### config.mk
export PLATFORM = sky130hd
export DESIGN_NAME = bias_status_regs
export DESIGN_NICKNAME = d
export VERILOG_FILES = /design/src/bias_status_regs.v /design/src/live_status_sync.v /design/src/sink_current_calc.v
export VERILOG_INCLUDE_DIRS = /design/src
export SDC_FILE = /design/constraint.sdc
export NUM_CORES = 1
export LEC_CHECK = 0
export BUFFER_PORTS_ARGS = -buffer_cell sky130_fd_sc_hd__buf_2
export CAP_MARGIN = 20
export CORE_ASPECT_RATIO = 2
export CORE_MARGIN = 2
export CORE_UTILIZATION = 35
export CTS_CLUSTER_DIAMETER = 100
export DETAILED_ROUTE_END_ITERATION = 12
export GPL_TIMING_DRIVEN = 0
export SLEW_MARGIN = 20
export SYNTH_ARGS = -nofsm -noshare
export SYNTH_HDL_FRONTEND = slang
export SYNTH_SLANG_ARGS = --single-unit
export TNS_END_PERCENT = 100
### constraint.sdc
create_clock -name clk_i -period 2.4 [get_ports clk_i]
set_clock_uncertainty 0.2 [all_clocks]
set_input_delay 0.48 -clock clk_i [delete_from_list [all_inputs] [get_ports clk_i]]
set_output_delay 0.48 -clock clk_i [all_outputs]
set_load 0.05 [all_outputs]
### src/bias_regs_defines.vh
// Purpose: Constants for the page 1 bias load and live status register bank
// Assumes: Classic Wishbone slave, 32-bit data, byte addresses = 4 * index
// Notes: Register index and field list follows
`ifndef BIAS_REGS_DEFINES_VH
`define BIAS_REGS_DEFINES_VH

// ----------------------------------------
// Register indices (byte address = 4 * index)
// ----------------------------------------
`define IDX_PAGE_SELECT 8'h00
`define IDX_SINK_CFG 8'h16
`define IDX_LIVE0 8'h2C
`define IDX_CH_SUMMARY 8'h2D
`define IDX_IRQ_STATUS 8'h40
`define IDX_IRQ_MASK 8'h41
`define BANK_PAGE 8'h01

// ----------------------------------------
// Fields and reset values
// ----------------------------------------
`define SINK_MODE_BIT 7
`define SINK_CODE_HI 6
`define SINK_CODE_LO 4
`define SINK_CFG_WMASK 8'hF0
`define SINK_CODE_RST 3'h0
`define REG_RST 8'h00
`define SINK_STEP_UA 16'h10CC
`define IRQ_BITS 6

`endif

### src/bias_status_regs.v
// Purpose: Page 1 register bank for bias load sink and live fault status
// Assumes: Classic Wishbone, 32-bit data, one-cycle registered ack
// Notes: Live bits reflect present conditions; sticky copies drive the irq
//
// Decided for this implementation: register access over Wishbone.
`default_nettype none
`include "bias_regs_defines.vh"
module bias_status_regs #(
	parameter ADDR_W = 10
)(
	input wire clk_i,
	input wire rst_i,
	input wire cyc_i,
	input wire stb_i,
	input wire we_i,
	input wire [ADDR_W-1:0] adr_i,
	input wire [3:0] sel_i,
	input wire [31:0] dat_i,
	output reg [31:0] dat_o,
	output reg ack_o,
	output wire irq_o,
	input wire clk_error_i,
	input wire pll_lock_i,
	input wire over_temp_i,
	input wire over_current_i,
	input wire [7:0] ch1_faults_i,
	input wire [7:0] ch2_faults_i,
	input wire vbat_short_low_i,
	input wire [2:0] auto_sink_code_i,
	output wire [7:0] page_o,
	output wire sink_manual_mode_o,
	output wire [2:0] sink_code_o,
	output wire [15:0] sink_current_ua_o
);
	// ----------------------------------------
	// Registers
	// ----------------------------------------
	reg [7:0] page_select;
	reg load_sink_manual_mode;
	reg [2:0] load_sink_current_code;
	reg [5:0] irq_status;
	reg [5:0] irq_mask;
	reg [5:0] live_prev;
	wire [6:0] live_sync;
	wire [7:0] live_fault_readback0;
	wire [7:0] channel_fault_summary_live;
	wire [5:0] live_events;
	wire [7:0] index;
	wire on_bank;
	wire req;
	wire wr;
	reg [7:0] next_rdata;

	// ----------------------------------------
	// Live inputs
	// ----------------------------------------
	live_status_sync #(.WIDTH(7)) u_sync (
		.clk_i(clk_i),
		.rst_i(rst_i),
		.async_i({clk_error_i, pll_lock_i, over_temp_i, over_current_i,
			|ch1_faults_i, |ch2_faults_i, vbat_short_low_i}),
		.sync_o(live_sync)
	);

	// Present conditions only, nothing latched here
	assign live_fault_readback0 = {live_sync[6:3], 4'h0};
	// Summary ORs each channel's fault bits
	assign channel_fault_summary_live = {live_sync[2:1], 4'h0, live_sync[0],
		1'b0};
	assign live_events = {live_sync[6:3], live_sync[2:1]};

	// ----------------------------------------
	// Bus decode
	// ----------------------------------------
	assign index = adr_i[9:2];
	// Page select lives on every page; the rest only on the bank's page
	assign on_bank = (page_select == `BANK_PAGE);
	assign req = cyc_i & stb_i & ~ack_o;
	assign wr = req & we_i & sel_i[0];

	// Writes; reserved low bits of sink config have no storage
	always @(posedge clk_i)
	begin
		if (rst_i)
		begin
			page_select <= `REG_RST;
			load_sink_manual_mode <= 1'b0;
			load_sink_current_code <= `SINK_CODE_RST;
			irq_mask <= 6'h00;
		end
		else if (wr)
		begin
			if (index == `IDX_PAGE_SELECT)
				page_select <= dat_i[7:0];
			if (on_bank && index == `IDX_SINK_CFG)
			begin
				load_sink_manual_mode <= dat_i[`SINK_MODE_BIT];
				load_sink_current_code <=
					dat_i[`SINK_CODE_HI:`SINK_CODE_LO];
			end
			if (on_bank && index == `IDX_IRQ_MASK)
				irq_mask <= dat_i[5:0];
		end
	end

	// Sticky bits set on rising live conditions; set wins over clear
	always @(posedge clk_i)
	begin
		if (rst_i)
		begin
			irq_status <= 6'h00;
			live_prev <= 6'h00;
		end
		else
		begin
			live_prev <= live_events;
			if (wr && on_bank && index == `IDX_IRQ_STATUS)
				irq_status <= (irq_status & ~dat_i[5:0]) |
					(live_events & ~live_prev);
			else
				irq_status <= irq_status | (live_events & ~live_prev);
		end
	end

	assign irq_o = |(irq_status & irq_mask);

	// Read mux; unmapped or other-page offsets read zero
	always @*
	begin
		next_rdata = 8'h00;
		if (index == `IDX_PAGE_SELECT)
			next_rdata = page_select;
		else if (on_bank)
		begin
			case (index)
			`IDX_SINK_CFG:
				next_rdata = {load_sink_manual_mode, load_sink_current_code,
					4'h0};
			`IDX_LIVE0:
				next_rdata = live_fault_readback0;
			`IDX_CH_SUMMARY:
				next_rdata = channel_fault_summary_live;
			`IDX_IRQ_STATUS:
				next_rdata = {2'b00, irq_status};
			`IDX_IRQ_MASK:
				next_rdata = {2'b00, irq_mask};
			default:
				next_rdata = 8'h00;
			endcase
		end
	end

	// Ack one cycle after the request, then drop
	always @(posedge clk_i)
	begin
		if (rst_i)
		begin
			ack_o <= 1'b0;
			dat_o <= 32'h0000_0000;
		end
		else
		begin
			ack_o <= req;
			if (req)
				dat_o <= {24'h00_0000, next_rdata};
		end
	end

	// ----------------------------------------
	// Sink control
	// ----------------------------------------
	sink_current_calc u_sink (
		.clk_i(clk_i),
		.rst_i(rst_i),
		.manual_mode_i(load_sink_manual_mode),
		.manual_code_i(load_sink_current_code),
		.auto_code_i(auto_sink_code_i),
		.sink_code_o(sink_code_o),
		.sink_current_ua_o(sink_current_ua_o)
	);

	assign page_o = page_select;
	assign sink_manual_mode_o = load_sink_manual_mode;
endmodule
`default_nettype wire

### src/live_status_sync.v
// Purpose: Two-flop register stage for live fault and status inputs
// Assumes: Inputs may be asynchronous to clk_i
// Notes: First stage is read only by the second stage
`default_nettype none
module live_status_sync #(
	parameter WIDTH = 8
)(
	input wire clk_i,
	input wire rst_i,
	input wire [WIDTH-1:0] async_i,
	output wire [WIDTH-1:0] sync_o
);
	reg [WIDTH-1:0] stage1;
	reg [WIDTH-1:0] stage2;

	// Double flop; reset clears both so live bits read zero after reset
	always @(posedge clk_i)
	begin
		if (rst_i)
		begin
			stage1 <= {WIDTH{1'b0}};
			stage2 <= {WIDTH{1'b0}};
		end
		else
		begin
			stage1 <= async_i;
			stage2 <= stage1;
		end
	end

	assign sync_o = stage2;
endmodule
`default_nettype wire

### src/sink_current_calc.v
// Purpose: Maps the sink mode and code to an effective sink setting
// Assumes: Auto code is supplied by the device configuration logic
// Notes: Current is given in microamps, code times 4300
`default_nettype none
`include "bias_regs_defines.vh"
module sink_current_calc (
	input wire clk_i,
	input wire rst_i,
	input wire manual_mode_i,
	input wire [2:0] manual_code_i,
	input wire [2:0] auto_code_i,
	output reg [2:0] sink_code_o,
	output reg [15:0] sink_current_ua_o
);
	reg [2:0] next_code;

	// Mode 0 ignores the manual code entirely
	always @*
	begin
		if (manual_mode_i)
			next_code = manual_code_i;
		else
			next_code = auto_code_i;
	end

	// Registered so downstream analog trims see a glitch-free value
	always @(posedge clk_i)
	begin
		if (rst_i)
		begin
			sink_code_o <= `SINK_CODE_RST;
			sink_current_ua_o <= 16'h0000;
		end
		else
		begin
			sink_code_o <= next_code;
			sink_current_ua_o <= next_code * `SINK_STEP_UA;
		end
	end
endmodule
`default_nettype wire

Word-level counts from Yosys, hierarchy flattened
Cells that the tools add are included.
- multipliers: 1
- equal/unequal tests: 6
- muxes and demuxes: 5
- bitwise operators: 12
- reductions and logical operators: 11
- operators with widths (cell ; count):
    8-bit one-hot mux with 5 select lines ; 1
    6-bit AND ; 3
    8-bit by 6-bit equality test with 1-bit output, second input constant ; 2
    8-bit by 7-bit equality test with 1-bit output, second input constant ; 2
    8-bit 2-to-1 mux ; 2
    8-bit OR reduction ; 2
    3-bit by 11-bit multiplier with 14-bit output, second input constant ; 1
    6-bit NOT ; 2
    6-bit OR ; 2
    8-bit by 1-bit equality test with 1-bit output, second input constant ; 1
    8-bit by 5-bit equality test with 1-bit output, second input constant ; 1
    8-bit logical NOT ; 1
    6-bit 2-to-1 mux ; 1
    2-bit AND reduction ; 3
    6-bit OR reduction ; 1
    1-bit AND ; 4
    1-bit logical AND ; 4
    3-bit 2-to-1 mux ; 1
    1-bit NOT ; 1
- flip-flop bits (word level): 72
- input bits: 75
- output and inout bits: 62
- logic and storage cells: 48

Logic depth before layout (Yosys ltp)
- depth in word-level cells: 7
- mapped depth: 9
- mapped depth without buffers: 9

By module
A second synthesis with hierarchy kept.
- cell total of the unflattened synthesis: 323
- area, all modules: 2977.9 µm²
- by module, submodules not included (module ; times used ; cells each ; area each (µm²) ; seq. area each (µm²)):
    bias_status_regs ; 1 ; 239 ; 2021.9 ; 780.7
    sink_current_calc ; 1 ; 55 ; 548.0 ; 220.2
    live_status_sync ; 1 ; 29 ; 407.9 ; 280.3

Least setup slack after synthesis
OpenSTA, ideal clock, no wires.
- path kind: register -> register
- start: reg load_sink_manual_mode (netlist: sink_manual_mode_o)
- end: reg u_sink.sink_current_ua_o[8]
- library setup time: 128 ps
- data arrival time: 2208 ps
- path slack: -136 ps
- cell stages (with the launch flop): 9
- path through: dfxtp_1 > mux2i_1 > inv_1 > ha_1 > ha_1 > ha_1 > o21ai_0 > xor2_1 > nor2_1
- cells in the longest elaborated chain, start to end: 2
- ends and longest elaborated chain (item ; RTL line ; source):
    start, declared ; bias_status_regs.v:39 ; reg load_sink_manual_mode;
    start signal, assigned ; bias_status_regs.v:97 ; load_sink_manual_mode <= dat_i[`SINK_MODE_BIT];
    3-bit 2-to-1 mux ; sink_current_calc.v:20 ; if (manual_mode_i)
    via u_sink.next_code[0] ; sink_current_calc.v:15 ; reg [2:0] next_code;
    3-bit by 11-bit multiplier with 14-bit output (no line) ; n/a ;
    end signal, assigned ; sink_current_calc.v:37 ; sink_current_ua_o <= next_code * `SINK_STEP_UA;
    end, declared ; sink_current_calc.v:13 ; output reg [15:0] sink_current_ua_o
The timed path passes the listed nets, and every way through them passes these cells.
A chain may end at the register's enable or synchronous reset.

Worst setup path after layout
Same ends and word-level chain as after synthesis.

==> impl_metrics.yaml <==
logic_synthesis:
  yosys.area.top_type: "dfxtp_1"
  post-synth-top-count-cell: "dfxtp_1"
  ys.flop_type: "dfxtp_1"
  synth_cell_type_count: 49
  ys_top_cells_by_area: "dfxtp_1 (44%), buf_4 (8.8%), mux2i_1 (7.2%)"
  yosysSeqAreaShare_pct: 44.0
  ys_top_cells_by_count: "dfxtp_1 (64), buf_4 (34), nor2_1 (34)"
  ys_async_sr_fraction_pct: 0
  synth_area_per_cell_um2: 9.42
  synth_seq_cells: 64
  syn_area_mm2: 0.00291
  yosysWarnings: 0
  yosysTopAreaCellShare_pct: 44.0
  syn_inst: 309
  synth_edf_count: 0
routing:
  routedWlPerCell_um: 13.8
  drtAntennaViolNets: 0
  drt-initial-drc-count: 131
  vias_per_cell: 4.69
  drt_wl_total_mm: 7.29
  routed-via-count: 2471
  drc: 0
  drt_first_pass_iters: 4
floorplan:
  die_x_um: 68.5
  rows: 47
  ios: 137
  die_h_um: 133
  dieArea_mm2: 0.00911
  start_util_pct: 35.6
  core_area_mm2: 0.00817
clocking:
  cts_hold_buf: 0
  cts_setup_buffers: 0
  clk_pin_slew_ns: 0.05
  cts_made_buffers: 9
  h-tree-depth: 3
  insertion_delay_ns: 0.34
  cts.sinks: 64
  ctsResizeCount: 1
  clk_path_buf_depth: 2
  root_buffer: "clkbuf_16"
  cts_tree: "yes"
layout:
  drive_above_1_share_pct: 33.1
  design_area_mm2: 0.00388
  regArea_mm2: 0.00128
  multi_input_area_mm2: 0.00142
  fill_cells: 835
  diodes: 0
  synthToLayoutAreaGrowth_pct: 33.3
  fin_nets: 506
place:
  gp_congestion: 0.843
  place_area_mm2: 0.00353
  io_buffers: 78
  hpwl_mm: 5.79
timing:
  rsz0062_at_grt: "no"
  worst_hold_slack_ns: 0.152
  final-hold-violation-count: 0
  period_share_pct: 95.8
  timing.fmax_ghz: 0.435
  maxSlewHeadroom_pct: 58.3
  worstMarginPinSlew_ns: 0.625
  setup_viol: 0
  slew_viol_final: 0
  fin_crit_ns: 2.30
critical_path:
  r2r_setup_slack_ns: 0.10
  path_class: "reg -> reg"
  cp-start-kind: "register"
  arrival_ns: 2.31
  required_ns: 2.41
  ff2ff_path_depth: 8
  endpoint_kind: "register"
  crit_path_max_fanout: 6
grt:
  met1_usage_pct: 17.9
  antenna_found_initial: 0
  grt_max_degree: 11
  grt_pass1_vias: 2366
  grt_usage_pct: 17.2
  grt_overflow_total: 0
  use_met3_pct: 3.06
  grtUsageMet2_pct: 29.4
  busiest_layer: "met2"
  grt_pass1_wl_mm: 11.4
power_and_ir_drop:
  power.density_mw_per_mm2: 780
  ir_drop_mv: 0.419
  p_leak_nw: 1.80
min_path:
  hp-class: "in -> reg"
  worst_hold_path.num_cells: 2
run_status:
  status: "completed"
run:
  cap_viol_max_count: 0
-- state kept, by name, indices dropped and copies added, names as in the netlist --
register	flops
u_sync.sync_o	7
u_sink.sink_current_ua_o	11
irq_mask	6
live_prev	6
page_o	8
sink_manual_mode_o	1
u_sync.stage1	7
irq_status	6
ack_o	1
load_sink_current_code	3
dat_o	8
-- cells by family (layout without fill, tap and decap cells) --
family                     count (synthesis)  after routing  share of synthesized area (%)
and+or+nand+nor                          110            110                           22.4
DFF                                       64             64                           44.0
buffers and inverters                     53            146                           11.3
AOI/OAI and AO/OA                         49             49                           10.8
muxes                                     22             22                           7.61
adders and majority gates                  6              6                           2.58
xor gates and xnor gates                   4              4                           1.20
other                                      1             28                          0.129
-- through the flow --
step / power (W) / utilization, % / setup WS, ns / std cells / TNS [ns]
3_5_place_dp: 0.00156 / 43.1 / -0.107 / 512 / -0.203
2_1_floorplan: 0.00146 / - / 0.0749 / 336 / 0
3_3_place_gp: 0.00156 / 43.1 / -0.0329 / 512 / -0.0681
5_1_grt: 0.00312 / 47.5 / 0.00237 / 527 / 0
4_1_cts: 0.00304 / 47.3 / 0.0894 / 527 / 0
6_report: 0.00302 / 47.5 / 0.100 / 527 / 0
-- critical path, cell delays in order (launching register included) --
cell and delay (ns):
dfxtp_2 0.42, mux2_2 0.39, ha_1 0.28, inv_1 0.04, ha_1 0.22, ha_1 0.20, o21ai_0 0.21, xor2_1 0.17
nor2_1 0.05
-- cell type report --
class                   instances  share of cell area, %
flip-flops and latches         64                   33.1
repair buffers                 78                   10.1
multi-input cells             219                   36.6
well taps                      98                   3.16
clock buffers                  12                   6.35
inverters                      10                  0.968
plain buffers                  43                   7.48
clock inverters                 3                   2.32
-- layout by cell type, fill, tap and decap left out, types with 10 or more instances in the layout --
master,instances
buf_2,79
buf_4,34
dfxtp_1,63
inv_1,10
nor2_1,34
mux2i_1,19
nor2b_1,21
o21ai_1,10
conb_1,28
a21oi_1,19
-- final timing paths --
| check | start | to |
|---|---|---|
| setup reg to reg | sink_manual_mode_o | u_sink.sink_current_ua_o[8] |
| hold reg to reg | u_sync.stage1[4] | u_sync.sync_o[4] |
| hold / removal | over_current_i | u_sync.stage1[3] |
| setup / recovery | sink_manual_mode_o | u_sink.sink_current_ua_o[8] |
-- layer usage --
| metal | vias to the layer above | wire [um] |
|---|---|---|
| li1 | 1237 | - |
| met1 | 1121 | 2610 |
| met2 | 93 | 3920 |
| met3 | 20 | 427 |
| met4 | 0 | 328 |
| met5 | - | 0 |
-- power breakdown --
group / internal [W] / switching (W)
combinational: 0.000128 / 0.000289
clock: 0.00104 / 0.000450
sequential: 0.00110 / 0.0000169
Power figures use the tool's default switching activity.
